## config.mk

```make
export PLATFORM = sky130hd
export DESIGN_NAME = mgmt_mode_virt_entry_exit
export DESIGN_NICKNAME = d
export VERILOG_FILES = /design/src/common/mgmt_virt_pkg.sv /design/src/verilog/mgmt_mode_virt_entry_exit.sv
export SDC_FILE = /design/constraint.sdc
export NUM_CORES = 1
export LEC_CHECK = 0
export BUFFER_PORTS_ARGS = -buffer_cell sky130_fd_sc_hd__buf_2
export CAP_MARGIN = 20
export CELL_PAD_IN_SITES_DETAIL_PLACEMENT = 0
export CELL_PAD_IN_SITES_GLOBAL_PLACEMENT = 1
export CORE_ASPECT_RATIO = 1.5
export CORE_UTILIZATION = 40
export CTS_BUF_LIST = sky130_fd_sc_hd__clkbuf_8
export CTS_CLUSTER_SIZE = 16
export DETAILED_ROUTE_END_ITERATION = 7
export PLACE_DENSITY_LB_ADDON = 0.05
export SYNTH_ARGS = -nofsm -noshare
export SYNTH_HDL_FRONTEND = slang
export SYNTH_SLANG_ARGS = --single-unit
export TNS_END_PERCENT = 100
```

## constraint.sdc

```tcl
create_clock -name clk_sys -period 37.3 [get_ports clk_sys]
set_input_delay 1.865 -clock clk_sys [delete_from_list [all_inputs] [get_ports clk_sys]]
set_output_delay 1.865 -clock clk_sys [all_outputs]
set_load 0.005 [all_outputs]
```

## src/common/mgmt_virt_pkg.sv

```systemverilog
package mgmt_virt_pkg;

    // register offsets (byte addresses)
    localparam logic [7:0] CTRL_OFS    = 8'h00;
    localparam logic [7:0] STATUS_OFS  = 8'h04;
    localparam logic [7:0] CAPS_OFS    = 8'h08;
    localparam logic [7:0] GSTAT_OFS   = 8'h0C;
    localparam logic [7:0] EPTLO_OFS   = 8'h10;
    localparam logic [7:0] EPTHI_OFS   = 8'h14;
    localparam logic [7:0] CRIT_OFS    = 8'h18;
    localparam logic [7:0] SAVEFLG_OFS = 8'h1C;
    localparam logic [7:0] SVPLO_OFS   = 8'h20;
    localparam logic [7:0] SVPHI_OFS   = 8'h24;
    localparam logic [7:0] VCSLO_OFS   = 8'h28;
    localparam logic [7:0] VCSHI_OFS   = 8'h2C;
    localparam logic [7:0] OUTS_OFS    = 8'h30;

    // save-area offsets relative to mgmt_base
    localparam logic [15:0] EPT_FLAG_SAVE_OFS = 16'hFEE0;
    localparam logic [15:0] EPT_PTR_SAVE_OFS  = 16'hFED8;

    // bit positions
    localparam int PRIMARY_SECONDARY_BIT = 31;
    localparam int ROOT_ADDR_LSB         = 12;
    localparam int ROOT_ADDR_MSB         = 51;
    localparam logic [15:0] HOST_TAG     = 16'h0000;

    // reset values
    localparam logic [31:0] CTRL_RST = 32'h0000_0000;
    localparam logic [31:0] CAPS_RST = 32'h0000_0003;

    typedef enum logic [1:0] {
        OP_NONE,
        OP_ROOT,
        OP_NONROOT
    } virt_op_t;

    typedef enum {
        ST_NORMAL,
        ST_ENTER,
        ST_SAVE,
        ST_IN_MGMT,
        ST_RESTORE,
        ST_SHUTDOWN
    } seq_state_t;

    // virtualization-critical state
    typedef struct packed {
        logic [1:0] stackPrivLevel;
        logic       v86Flag;
        logic       stackLoadShadow;
        logic       intEnableShadow;
        logic       vnmiBlock;
        logic       mtfPending;
    } crit_state_t;

    // processor-side status produced by the sequencer
    typedef struct packed {
        logic initBlock;
        logic nmiBlock;
        logic mgmtIntBlock;
        logic a20Blocked;
        logic privLocked;
        logic inMgmt;
        logic shutdown;
        logic mtfExitPend;
        logic winExitReq;
        logic wakeHalt;
    } cpu_out_t;

endpackage : mgmt_virt_pkg

```

## src/verilog/mgmt_mode_virt_entry_exit.sv

```systemverilog
// The placing of the registers and register access over AXI4-Lite are this design's own decisions.
`timescale 1ns/1ps
// Notes on behaviour
// - record prior enable bit and operation kind
// - in virt operation: save pointer, exit, save
// - remember private-space lock, lock if unlocked
// - clear enable, save state, load standard state
// - drop host-tag translations, all roots
// - standard state blocks INIT, NMI, interrupts
// - save privilege, v86, shadows, vnmi, trap flag
// - save ext-table control bit, else zero
// - bit one also saves table pointer
// - primary bit 31 low disables table control
// - image enable bit set: shutdown
// - restore, invalidate all tags and roots
// - unlock if was unlocked; restore enable bit
// - re-enter operation, fix bits, restore pointer
// - copy stack privilege into request privileges
// - block address mask in virt/safer operation
// - unblock interrupts; NMI restore per vnmi
// - INIT blocked only in root operation
// - non-root: window exits requested after resume
// - unrestricted guest keeps protect/paging bits
// - trap exit pending after resume, priority
// - trap exit wakes halt, not shutdown
module mgmt_mode_virt_entry_exit
    import mgmt_virt_pkg::*;
(
    input  wire logic        clk_sys,
    input  wire logic        rst,
    input  wire logic        mgmtIntReq,
    input  wire logic        resumeReq,
    input  wire logic        higherPrioEvent,
    input  wire logic        enteredHalt,
    input  wire logic [31:0] s_axi_awaddr,
    input  wire logic        s_axi_awvalid,
    output logic             s_axi_awready,
    input  wire logic [31:0] s_axi_wdata,
    input  wire logic [3:0]  s_axi_wstrb,
    input  wire logic        s_axi_wvalid,
    output logic             s_axi_wready,
    output logic [1:0]       s_axi_bresp,
    output logic             s_axi_bvalid,
    input  wire logic        s_axi_bready,
    input  wire logic [31:0] s_axi_araddr,
    input  wire logic        s_axi_arvalid,
    output logic             s_axi_arready,
    output logic [31:0]      s_axi_rdata,
    output logic [1:0]       s_axi_rresp,
    output logic             s_axi_rvalid,
    input  wire logic        s_axi_rready,
    output cpu_out_t         cpuOut_q,
    output logic             invalidateHost_q,
    output logic             invalidateAll_q
);

    ////////////////////////////////////////////////////////////////////////////
    // software-visible guest state
    // ctrl: 0 virt_ext_enable, 1 in op, 2 non-root, 3 ext-table ctrl, 4 primary31,
    //       5 unrestricted, 6 virtual NMIs, 7 int-window, 8 nmi-window,
    //       9 private unlocked, 10 image enable, 11 saferMode op,
    //       12 protect_enable, 13 paging_enable, 14 nmi blocked, 15 window cond
    logic [31:0] ctrl_q;
    logic [31:0] eptLo_q;
    logic [31:0] eptHi_q;
    logic [31:0] vcsLo_q;
    logic [31:0] vcsHi_q;
    crit_state_t crit_q;
    logic [31:0] caps_q;

    ////////////////////////////////////////////////////////////////////////////
    // internally saved indications
    logic        svEnable_q;
    virt_op_t    svOp_q;
    logic [63:0] svStruct_q;
    logic        svUnlocked_q;
    crit_state_t svCrit_q;
    logic        svEptFlag_q;
    logic [63:0] svEptPtr_q;
    logic [1:0]  codeReqPriv_q;
    logic [1:0]  stackReqPriv_q;
    logic [1:0]  fixedPePg_q;

    seq_state_t  state_q;
    logic        eptEffective;
    logic        resumeRoot;
    logic        resumeNonroot;

    assign eptEffective  = ctrl_q[3] & ctrl_q[PRIMARY_SECONDARY_BIT - 27] & caps_q[0];
    assign resumeRoot    = (svOp_q == OP_ROOT);
    assign resumeNonroot = (svOp_q == OP_NONROOT);

    ////////////////////////////////////////////////////////////////////////////
    // sequencer
    always_ff @(posedge clk_sys or posedge rst) begin
        if (rst) begin
            state_q <= ST_NORMAL;
        end else begin
            case (state_q)
                ST_NORMAL:   if (mgmtIntReq) state_q <= ST_ENTER;
                ST_ENTER:    state_q <= ST_SAVE;
                ST_SAVE:     state_q <= ST_IN_MGMT;
                ST_IN_MGMT: begin
                    if (resumeReq) begin
                        if (ctrl_q[10]) state_q <= ST_SHUTDOWN;
                        else state_q <= ST_RESTORE;
                    end
                end
                ST_RESTORE:  state_q <= ST_NORMAL;
                default:     state_q <= ST_SHUTDOWN;
            endcase
        end
    end

    ////////////////////////////////////////////////////////////////////////////
    // entry capture, held through management mode
    always_ff @(posedge clk_sys or posedge rst) begin
        if (rst) begin
            svEnable_q   <= 1'b0;
            svOp_q       <= OP_NONE;
            svStruct_q   <= 64'h0;
            svUnlocked_q <= 1'b0;
            svCrit_q     <= '0;
            svEptFlag_q  <= 1'b0;
            svEptPtr_q   <= 64'h0;
        end else if (state_q == ST_ENTER) begin
            svEnable_q <= ctrl_q[0];
            svOp_q     <= !ctrl_q[1] ? OP_NONE : (ctrl_q[2] ? OP_NONROOT : OP_ROOT);
            if (ctrl_q[1]) begin
                svStruct_q <= {vcsHi_q, vcsLo_q};
                svCrit_q   <= '{stackPrivLevel: crit_q.stackPrivLevel,
                                v86Flag:         crit_q.v86Flag,
                                stackLoadShadow: crit_q.stackLoadShadow,
                                intEnableShadow: crit_q.intEnableShadow,
                                vnmiBlock:       crit_q.vnmiBlock & ctrl_q[2] & ctrl_q[6],
                                mtfPending:      crit_q.mtfPending};
            end
            svUnlocked_q <= caps_q[1] & ctrl_q[9];
            svEptFlag_q  <= ctrl_q[1] & ctrl_q[2] & eptEffective;
            if (ctrl_q[1] & ctrl_q[2] & eptEffective) begin
                svEptPtr_q <= {eptHi_q, eptLo_q};
            end
        end
    end

    ////////////////////////////////////////////////////////////////////////////
    // guest state: software writes, sequencer updates
    logic        wrFire;
    logic [31:0] wrAddr_q;
    logic [31:0] wrData_q;
    logic        awHeld_q;
    logic        wHeld_q;
    assign wrFire = awHeld_q & wHeld_q & !s_axi_bvalid;

    always_ff @(posedge clk_sys or posedge rst) begin
        if (rst) begin
            ctrl_q  <= CTRL_RST;
            eptLo_q <= 32'h0;
            eptHi_q <= 32'h0;
            vcsLo_q <= 32'h0;
            vcsHi_q <= 32'h0;
            crit_q  <= '0;
            caps_q  <= CAPS_RST;
        end else if (state_q == ST_SAVE) begin
            ctrl_q[0]  <= 1'b0;
            ctrl_q[1]  <= 1'b0;
            ctrl_q[2]  <= 1'b0;
            ctrl_q[9]  <= 1'b0;
            // prior nmi blocking kept here so resume can restore it normally
        end else if (state_q == ST_RESTORE) begin
            ctrl_q[0] <= svEnable_q;
            ctrl_q[9] <= svUnlocked_q;
            ctrl_q[1] <= (svOp_q != OP_NONE);
            ctrl_q[2] <= resumeNonroot;
            ctrl_q[14] <= !(resumeNonroot & ctrl_q[6]) & ctrl_q[14];
            if (svOp_q != OP_NONE) begin
                crit_q            <= svCrit_q;
                {vcsHi_q, vcsLo_q} <= svStruct_q;
                ctrl_q[0] <= 1'b1; // fixed bit while in virt operation
                if (!(resumeNonroot & ctrl_q[5] & ctrl_q[PRIMARY_SECONDARY_BIT - 27])) begin
                    ctrl_q[12] <= fixedPePg_q[0] | ctrl_q[12];
                    ctrl_q[13] <= fixedPePg_q[1] | ctrl_q[13];
                end
            end
        end else if (wrFire) begin
            if (wrAddr_q[7:0] == CTRL_OFS) ctrl_q <= wrData_q;
            else if (wrAddr_q[7:0] == CAPS_OFS) caps_q <= wrData_q;
            else if (wrAddr_q[7:0] == EPTLO_OFS) eptLo_q <= wrData_q;
            else if (wrAddr_q[7:0] == EPTHI_OFS) eptHi_q <= wrData_q;
            else if (wrAddr_q[7:0] == CRIT_OFS) crit_q <= wrData_q[6:0];
            else if (wrAddr_q[7:0] == VCSLO_OFS) vcsLo_q <= wrData_q;
            else if (wrAddr_q[7:0] == VCSHI_OFS) vcsHi_q <= wrData_q;
        end
    end

    // fixed protect/paging requirement comes from capability bits 3:2
    always_ff @(posedge clk_sys or posedge rst) begin
        if (rst) fixedPePg_q <= 2'b00;
        else fixedPePg_q <= caps_q[3:2];
    end

    // request privileges on re-entry
    always_ff @(posedge clk_sys or posedge rst) begin
        if (rst) begin
            codeReqPriv_q  <= 2'b00;
            stackReqPriv_q <= 2'b00;
        end else if (state_q == ST_RESTORE && svOp_q != OP_NONE && !svCrit_q.v86Flag
                     && (resumeRoot || !(ctrl_q[5] & ctrl_q[PRIMARY_SECONDARY_BIT - 27]))) begin
            codeReqPriv_q  <= svCrit_q.stackPrivLevel;
            stackReqPriv_q <= svCrit_q.stackPrivLevel;
        end
    end

    ////////////////////////////////////////////////////////////////////////////
    // processor-side outputs
    always_ff @(posedge clk_sys or posedge rst) begin
        if (rst) begin
            cpuOut_q         <= '0;
            invalidateHost_q <= 1'b0;
            invalidateAll_q  <= 1'b0;
        end else begin
            invalidateHost_q <= (state_q == ST_SAVE);
            invalidateAll_q  <= (state_q == ST_RESTORE);
            cpuOut_q.shutdown <= cpuOut_q.shutdown | (state_q == ST_IN_MGMT & resumeReq
                                                      & ctrl_q[10]);
            cpuOut_q.wakeHalt <= 1'b0;
            if (state_q == ST_ENTER) begin
                cpuOut_q.inMgmt       <= 1'b1;
                cpuOut_q.initBlock    <= 1'b1;
                cpuOut_q.nmiBlock     <= 1'b1;
                cpuOut_q.mgmtIntBlock <= 1'b1;
                cpuOut_q.privLocked   <= caps_q[1] ? 1'b1 : cpuOut_q.privLocked;
                cpuOut_q.mtfExitPend  <= 1'b0;
                cpuOut_q.winExitReq   <= 1'b0;
            end else if (state_q == ST_RESTORE) begin
                cpuOut_q.inMgmt       <= 1'b0;
                cpuOut_q.mgmtIntBlock <= 1'b0;
                cpuOut_q.nmiBlock     <= resumeNonroot & ctrl_q[6] ? 1'b0 : ctrl_q[14];
                cpuOut_q.initBlock    <= resumeRoot;
                cpuOut_q.privLocked   <= caps_q[1] ? !svUnlocked_q : cpuOut_q.privLocked;
                cpuOut_q.a20Blocked   <= (svOp_q != OP_NONE) | ctrl_q[11];
                cpuOut_q.winExitReq   <= resumeNonroot & (ctrl_q[7] | ctrl_q[8]) & ctrl_q[15];
                cpuOut_q.mtfExitPend  <= svCrit_q.mtfPending & (svOp_q != OP_NONE);
                cpuOut_q.wakeHalt     <= svCrit_q.mtfPending & (svOp_q != OP_NONE) & enteredHalt;
            end else if (cpuOut_q.shutdown) begin
                cpuOut_q.mtfExitPend <= 1'b0;
            end else if (cpuOut_q.mtfExitPend && !mgmtIntReq && !higherPrioEvent) begin
                cpuOut_q.mtfExitPend <= 1'b0;
            end
        end
    end

    ////////////////////////////////////////////////////////////////////////////
    // axi4-lite write channel
    always_ff @(posedge clk_sys or posedge rst) begin
        if (rst) begin
            awHeld_q      <= 1'b0;
            wHeld_q       <= 1'b0;
            wrAddr_q      <= 32'h0;
            wrData_q      <= 32'h0;
            s_axi_awready <= 1'b0;
            s_axi_wready  <= 1'b0;
            s_axi_bvalid  <= 1'b0;
            s_axi_bresp   <= 2'b00;
        end else begin
            s_axi_awready <= !awHeld_q && !s_axi_awready && s_axi_awvalid;
            s_axi_wready  <= !wHeld_q && !s_axi_wready && s_axi_wvalid;
            if (s_axi_awvalid && s_axi_awready) begin
                awHeld_q <= 1'b1;
                wrAddr_q <= s_axi_awaddr;
            end
            if (s_axi_wvalid && s_axi_wready) begin
                wHeld_q  <= 1'b1;
                wrData_q <= s_axi_wdata;
            end
            if (wrFire) begin
                awHeld_q     <= 1'b0;
                wHeld_q      <= 1'b0;
                s_axi_bvalid <= 1'b1;
                s_axi_bresp  <= (wrAddr_q[7:0] > VCSHI_OFS || wrAddr_q[1:0] != 2'b00
                                 || s_axi_wstrb != 4'hF) ? 2'b10 : 2'b00;
            end else if (s_axi_bvalid && s_axi_bready) begin
                s_axi_bvalid <= 1'b0;
            end
        end
    end

    ////////////////////////////////////////////////////////////////////////////
    // axi4-lite read channel
    logic [31:0] rdMux;
    logic        rdOk;
    always_comb begin
        rdMux = 32'h0;
        rdOk  = 1'b1;
        if (s_axi_araddr[7:0] == CTRL_OFS) rdMux = ctrl_q;
        else if (s_axi_araddr[7:0] == STATUS_OFS) rdMux = {29'h0, 3'(state_q)};
        else if (s_axi_araddr[7:0] == CAPS_OFS) rdMux = caps_q;
        else if (s_axi_araddr[7:0] == GSTAT_OFS) rdMux = {26'h0, fixedPePg_q, codeReqPriv_q, stackReqPriv_q};
        else if (s_axi_araddr[7:0] == EPTLO_OFS) rdMux = eptLo_q;
        else if (s_axi_araddr[7:0] == EPTHI_OFS) rdMux = eptHi_q;
        else if (s_axi_araddr[7:0] == CRIT_OFS) rdMux = {25'h0, crit_q};
        else if (s_axi_araddr[7:0] == SAVEFLG_OFS) rdMux = {20'h0, svCrit_q, svUnlocked_q, svOp_q, svEnable_q, svEptFlag_q};
        else if (s_axi_araddr[7:0] == SVPLO_OFS) rdMux = svEptPtr_q[31:0];
        else if (s_axi_araddr[7:0] == SVPHI_OFS) rdMux = svEptPtr_q[63:32];
        else if (s_axi_araddr[7:0] == VCSLO_OFS) rdMux = vcsLo_q;
        else if (s_axi_araddr[7:0] == VCSHI_OFS) rdMux = vcsHi_q;
        else if (s_axi_araddr[7:0] == OUTS_OFS) rdMux = {22'h0, cpuOut_q};
        else rdOk = 1'b0;
        if (s_axi_araddr[31:8] != 24'h0) rdOk = 1'b0;
    end

    always_ff @(posedge clk_sys or posedge rst) begin
        if (rst) begin
            s_axi_arready <= 1'b0;
            s_axi_rvalid  <= 1'b0;
            s_axi_rdata   <= 32'h0;
            s_axi_rresp   <= 2'b00;
        end else begin
            s_axi_arready <= !s_axi_arready && !s_axi_rvalid && s_axi_arvalid;
            if (s_axi_arvalid && s_axi_arready) begin
                s_axi_rvalid <= 1'b1;
                s_axi_rdata  <= rdOk ? rdMux : 32'h0;
                s_axi_rresp  <= rdOk ? 2'b00 : 2'b10;
            end else if (s_axi_rvalid && s_axi_rready) begin
                s_axi_rvalid <= 1'b0;
            end
        end
    end

endmodule : mgmt_mode_virt_entry_exit

```

# [Word-level counts from Yosys, hierarchy flattened]
# Cells that the tools add are included.
[word_totals] regBits=470 input_bits=111 output_inout_bits=53 wordCells=286
[classes] magnitude_cmp=1 eq_ne=41 muxes=93 bitwise=31 reduce_logical=66
[ops] op="$mux 32" count=34
[ops] op="$pmux 32 s5" count=1
[ops] op="$eq 32x2->1 const B" count=3
[ops] op="$eq 32x3->1 const B" count=3
[ops] op="$eq 8x5->1 const B" count=7
[ops] op="$eq 8x6->1 const B" count=7
[ops] op="$mux 7" count=8
[ops] op="$mux 1" count=33
[ops] op="$eq 32x1->1 const B" count=1
[ops] op="$eq 32x4->1 const B" count=1
[ops] op="$logic_not 32->1" count=1
[ops] op="$mux 15" count=2
[ops] op="$eq 8x4->1 const B" count=3
[ops] op="$reduce_bool 2->1" count=12
[ops] op="$reduce_bool 24->1" count=1
[ops] op="$and 1x1->1" count=20
[ops] op="$mux 2" count=9
[ops] op="$logic_and 1x1->1" count=16
[ops] op="$logic_not 8->1" count=2
[ops] op="$ne 2x1->1 const B" count=7
[ops] op="$logic_not 1->1" count=13
[ops] op="$mux 3" count=4
[ops] op="$mux 10" count=1
[ops] op="$ne 2x2->1 const B" count=5
[ops] op="20 further kinds" count=38

# [Logic depth before layout (Yosys ltp)]
[logic_depth] depth_word=16 depth_mapped=11 ltp_nobuf=8

# [Worst setup path before layout]
# Ideal clock, no wire load.
[synth_path] path_type="input-to-reg" startpoint="input s_axi_araddr[2]" endpoint="register s_axi_rdata[24]" setup_ps=121 arrival_ps=3391 required_time_ps=37179 slack_ps=33788 cell_stages=8 n_path_buf=4 cell_sequence="buf_2 buf_2 buf_2 buf_2 mux4_2 a21oi_1 o22ai_1 a22o_1"
[synth_between] elab_chain_cells=16 elab_cells_between_ends=40 classes_between="12 x eq/ne; 27 x mux; 1 x reduce/logical"
[synth_rtl] element="from (decl)" line="mgmt_mode_virt_entry_exit.sv:45" text="input wire logic [31:0] s_axi_araddr,"
[synth_rtl] element="$eq 8x6->1" line="mgmt_mode_virt_entry_exit.sv:307" text="else if (s_axi_araddr[7:0] == OUTS_OFS) rdMux = {22'h0, cpuOut_q};"
[synth_rtl] element="$mux 1" line="mgmt_mode_virt_entry_exit.sv:307"
[synth_rtl] element="$mux 1" line="mgmt_mode_virt_entry_exit.sv:306" text="else if (s_axi_araddr[7:0] == VCSHI_OFS) rdMux = vcsHi_q;"
[synth_rtl] element="$mux 1" line="mgmt_mode_virt_entry_exit.sv:305" text="else if (s_axi_araddr[7:0] == VCSLO_OFS) rdMux = vcsLo_q;"
[synth_rtl] element="$mux 1" line="mgmt_mode_virt_entry_exit.sv:304" text="else if (s_axi_araddr[7:0] == SVPHI_OFS) rdMux = svEptPtr_q[63:32];"
[synth_rtl] element="$mux 1" line="mgmt_mode_virt_entry_exit.sv:303" text="else if (s_axi_araddr[7:0] == SVPLO_OFS) rdMux = svEptPtr_q[31:0];"
[synth_rtl] element="$mux 1" line="mgmt_mode_virt_entry_exit.sv:302" text="else if (s_axi_araddr[7:0] == SAVEFLG_OFS) rdMux = {20'h0, svCrit_q, svUnlocked_q, svOp_q, svEnable_q, svEptFl ..."
[synth_rtl] element="$mux 1" line="mgmt_mode_virt_entry_exit.sv:301" text="else if (s_axi_araddr[7:0] == CRIT_OFS) rdMux = {25'h0, crit_q};"
[synth_rtl] element="$mux 1" line="mgmt_mode_virt_entry_exit.sv:300" text="else if (s_axi_araddr[7:0] == EPTHI_OFS) rdMux = eptHi_q;"
[synth_rtl] element="$mux 1" line="mgmt_mode_virt_entry_exit.sv:299" text="else if (s_axi_araddr[7:0] == EPTLO_OFS) rdMux = eptLo_q;"
[synth_rtl] element="$mux 1" line="mgmt_mode_virt_entry_exit.sv:298" text="else if (s_axi_araddr[7:0] == GSTAT_OFS) rdMux = {26'h0, fixedPePg_q, codeReqPriv_q, stackReqPriv_q};"
[synth_rtl] element="$mux 1" line="mgmt_mode_virt_entry_exit.sv:297" text="else if (s_axi_araddr[7:0] == CAPS_OFS) rdMux = caps_q;"
[synth_rtl] element="$mux 1" line="mgmt_mode_virt_entry_exit.sv:296" text="else if (s_axi_araddr[7:0] == STATUS_OFS) rdMux = {29'h0, 3'(state_q)};"
[synth_rtl] element="$mux 1" line="mgmt_mode_virt_entry_exit.sv:295" text="if (s_axi_araddr[7:0] == CTRL_OFS) rdMux = ctrl_q;"
[synth_rtl] element="$mux 1" line="mgmt_mode_virt_entry_exit.sv:309" text="if (s_axi_araddr[31:8] != 24'h0) rdOk = 1'b0;"
[synth_rtl] element="$mux 32 (*)" line="mgmt_mode_virt_entry_exit.sv:322" text="s_axi_rdata <= rdOk ? rdMux : 32'h0;"
[synth_rtl] element="to (signal assigned)" line="mgmt_mode_virt_entry_exit.sv:322"
[synth_rtl] element="to (decl)" line="mgmt_mode_virt_entry_exit.sv:48" text="output logic [31:0] s_axi_rdata,"
# Mark *: on every way between the ends. The rest lies on a longest branch, timed or not.
# A chain may end at the register's enable or synchronous reset.

# [Final worst setup path]
[layout_path] startpoint="input s_axi_araddr[3]" endpoint="register s_axi_rdata[31]"
# The elaborated chain is that of the path after synthesis.

==> impl_table.tex <==
\begin{tabular}{lr}
\hline
Metric & Value \\
\hline
\multicolumn{2}{l}{\textbf{Setup path}} \\
Arrival time of the worst setup path & 4.94 ns \\
Peak fanout along the critical path & 32 \\
Startpoint types & input pin \\
Sort of element at the end of the critical path & flop \\
Required time of the critical path & 37.87 ns \\
Kind of critical path & input pin to flop \\
Worst Reg2Reg Path Length in Cells & 8 \\
Setup slack of the most critical reg-to-reg path & 33.17 ns \\
\multicolumn{2}{l}{\textbf{Clock tree}} \\
Clock latency reported for the late side of the worst-skew pair & 0.67 ns \\
Clock tree from TritonCTS & built \\
TritonCTS Buffers & 75 \\
H-Tree Level Count & 3 \\
Number of buffers on the longest clock path & 3 \\
Root Buffer & clkbuf\_8 \\
Post-CTS Hold Fix Bufs & 0 \\
Setup Fix Bufs, Post-CTS & 0 \\
Clock transition at path regs & 0.06 ns \\
Post-cts gate resize count & 0 \\
Clock Sink Count & 438 \\
\multicolumn{2}{l}{\textbf{Yosys}} \\
Number of flops mapped to enable cells by yosys & 0 \\
Post-synth cell types & 75 \\
Syn avg cell area & 10.9 sq um \\
Fraction of the yosys area taken by sequential cells & 55.1\% \\
FFs w/ async S/R, synth & 100\% \\
Count of yosys warnings during synthesis & 0 \\
Flops \& latches, synth & 438 \\
Dominant register cell in the synthesized netlist & dfrtp\_1 \\
Netlist area before placement & 19900 sq um \\
Post-Synthesis Cells & 1832 \\
\multicolumn{2}{l}{\textbf{Drt}} \\
Average via count per standard cell & 5.65 \\
Number of DRC markers after the initial detailed-route iteration & 886 \\
Total number of vias & 15000 \\
Detailed Route WL & 66300 microns \\
Routed length per placed instance & 24.9 microns \\
Remaining number of nets flagged by the antenna check after routing & 0 \\
Count of TritonRoute iterations in the first routing pass & 5 \\
Count of unresolved DRC violations after routing & 0 \\
\multicolumn{2}{l}{\textbf{Global routing}} \\
Via count of the first global-routing pass & 15800 \\
Wire length of the first global-routing pass & 101000 microns \\
Pin count of the biggest net entering global routing & 165 \\
GR Util met2 & 48.8\% \\
Fraction of met3 tracks used by global routing & 3.83\% \\
Overall track demand over capacity in global routing & 27.2\% \\
GR peak layer & met2 \\
Met1 track demand over resource in global routing & 31.4\% \\
Antenna violations before repair & 3 \\
Total congestion overflow after global routing & 0 \\
\multicolumn{2}{l}{\textbf{Layout}} \\
Number of nets in the final layout & 2062 \\
Utilization of the core after routing & 46.2\% \\
Leading cell types in the layout, fill and taps excluded & 436 x dfrtp\_1, 271 x nand2\_1, 231 x mux2\_2 \\
Most common cell after layout, fill and taps aside & dfrtp\_1 \\
Fraction of layout cells with a size suffix above 1 & 27.8\% \\
Number of non-filler instances in the completed layout & 2664 \\
Area growth from synthesis to layout & 13.6\% \\
Finished layout cell area & 22600 sq um \\
\multicolumn{2}{l}{\textbf{STA}} \\
Worst-margin pin slew & 1.10 ns \\
Clock Skews & 0.0275 ns \\
Hold Vio Cnt, Final & 0 \\
Final critical path time including I/O delays and setup & 4.36 ns \\
Final setup violation count & 0 \\
Worst max-slew margin expressed relative to the limit & 26.3\% \\
Portion of the clock cycle consumed by the worst path in the final layout & 11.7\% \\
Pins Over Slew Limit & 0 \\
Hold slack & 0.420 ns \\
Upper clock frequency limit & 229 MHz \\
Final critical-path setup slack & 32.94 ns \\
Setup repair after global routing missed its margin & false \\
Total negative setup slack & 0 ns \\
\multicolumn{2}{l}{\textbf{Place}} \\
Area after detailed placement & 21100 sq um \\
Post-DP HPWL & 42000 microns \\
Placed Cells incl. Taps & 2530 \\
Routability cong. & 0.867 \\
Number of I/O port buffers & 137 \\
Pre-CTS setup slack & 32.27 ns \\
\multicolumn{2}{l}{\textbf{Run}} \\
Max-Cap Viols & 0 \\
\multicolumn{2}{l}{\textbf{Worst hold path}} \\
Worst hold path depth & 0 \\
Hold Crit Class & flop to flop \\
\multicolumn{2}{l}{\textbf{Power}} \\
Total power density per cell area & 62.1 nW/um\^{}2 \\
Sum of internal, switching and leakage power & 1.40 mW \\
Worst vdd rail ir drop & 0.0303 mV \\
Leakage power & 10.8 nW \\
\multicolumn{2}{l}{\textbf{Floorplanning}} \\
Initial cell density of the core & 40.7\% \\
Die extent in y & 275 microns \\
Placement Rows & 99 \\
Die area & 50600 sq um \\
Floorplan die width & 184 microns \\
I/O pin count & 164 \\
Core box area & 48900 sq um \\
\multicolumn{2}{l}{\textbf{Run status}} \\
Status & finished clean \\
\hline
\end{tabular}
-- cell usage after synthesis, types with 3 or more instances --
| master | count | area (sq um) |
|---|---|---|
| a211oi_1 | 5 | 37.5 |
| a21o_1 | 5 | 37.5 |
| a21oi_1 | 218 | 1090 |
| a221oi_1 | 4 | 35.0 |
| a22o_1 | 26 | 228 |
| a22oi_1 | 28 | 210 |
| a2bb2oi_1 | 5 | 43.8 |
| a311oi_1 | 3 | 26.3 |
| a31oi_1 | 10 | 62.6 |
| a32o_1 | 4 | 40.0 |
| a32oi_1 | 9 | 78.8 |
| and2_1 | 3 | 18.8 |
| buf_1 | 20 | 75.1 |
| buf_2 | 38 | 190 |
| buf_4 | 16 | 120 |
| clkbuf_1 | 52 | 195 |
| dfrtp_1 | 436 | 10900 |
| inv_1 | 33 | 124 |
| mux2_2 | 231 | 2600 |
| mux2i_1 | 14 | 140 |
| mux4_2 | 16 | 360 |
| nand2_1 | 275 | 1030 |
| nand2b_1 | 10 | 62.6 |
| nand3_1 | 17 | 85.1 |
| nand3b_1 | 6 | 45.0 |
| nand4_1 | 5 | 31.3 |
| nor2_1 | 101 | 379 |
| nor2_4 | 3 | 33.8 |
| nor2b_1 | 36 | 225 |
| nor3_1 | 17 | 85.1 |
| nor3_2 | 3 | 30.0 |
| nor3b_1 | 3 | 22.5 |
| nor4_1 | 7 | 43.8 |
| o211ai_1 | 3 | 22.5 |
| o21ai_0 | 71 | 355 |
| o21ai_1 | 4 | 20.0 |
| o221ai_1 | 3 | 26.3 |
| o22ai_1 | 28 | 175 |
| o31ai_1 | 7 | 52.6 |
| o32ai_1 | 3 | 26.3 |
| or3_1 | 6 | 37.5 |
| or4_1 | 5 | 37.5 |
-- cell type report --
cell class              count  area (sq um)
diodes                      1          2.50
clock buffers              93          1280
clock inverters            40           181
fillers                  4652         26300
inverters                  35           141
multi-input cells        1233          8270
flip-flops and latches    438         11000
well taps                 656           821
repair buffers            168           948
-- flip-flops by register name, summed over array words and instances (netlist names), 3 cells and up --
name,flops
caps_q,32
vcsHi_q,32
wrAddr_q,8
wrData_q,32
cpuOut_q,9
vcsLo_q,32
s_axi_rdata,32
svStruct_q,64
ctrl_q,32
state_q,3
crit_q,7
svCrit_q,7
eptHi_q,32
eptLo_q,32
svEptPtr_q,64
-- where the power goes --
part           internal, mW  switching, mW
Clock                 0.225          0.202
Sequential            0.583          0.123
Combinational         0.121          0.150
Total                 0.928          0.475
-- routing by layer --
layer / part of all wire (%) / up-vias
li1: - / 6756
met1: 38 / 7713
met2: 52 / 426
met3: 4.5 / 146
met4: 4.6 / 4
met5: 0.042 / -
-- path summary, 6_finish.rpt --
path / from / to
max in group asynchronous: rst / svStruct_q[28]
hold reg to reg: caps_q[3] / fixedPePg_q[1]
setup / recovery: s_axi_araddr[3] / s_axi_rdata[31]
min in group asynchronous: rst / vcsLo_q[4]
hold / removal: caps_q[3] / fixedPePg_q[1]
setup reg to reg: state_q[1] / vcsLo_q[8]
-- worst max-delay path, cell delays in order --
cell and delay [ns]:
buf_4 0.20, buf_4 0.29, buf_4 0.34, or2_2 0.40
a311oi_2 0.43, and2_1 0.68, buf_4 0.42, a32oi_1 0.15
o31ai_1 0.10
-- cell families after synthesis --
group / after synthesis / share of synthesized area [%]
other cells: 1 / 0.0189
xor+xnor: 1 / 0.0440
mux: 261 / 15.6
buf+inv: 162 / 3.64
compound gates: 455 / 13.8
simple gates: 514 / 11.8
flops: 438 / 55.1
Power figures use the tool's default switching activity.
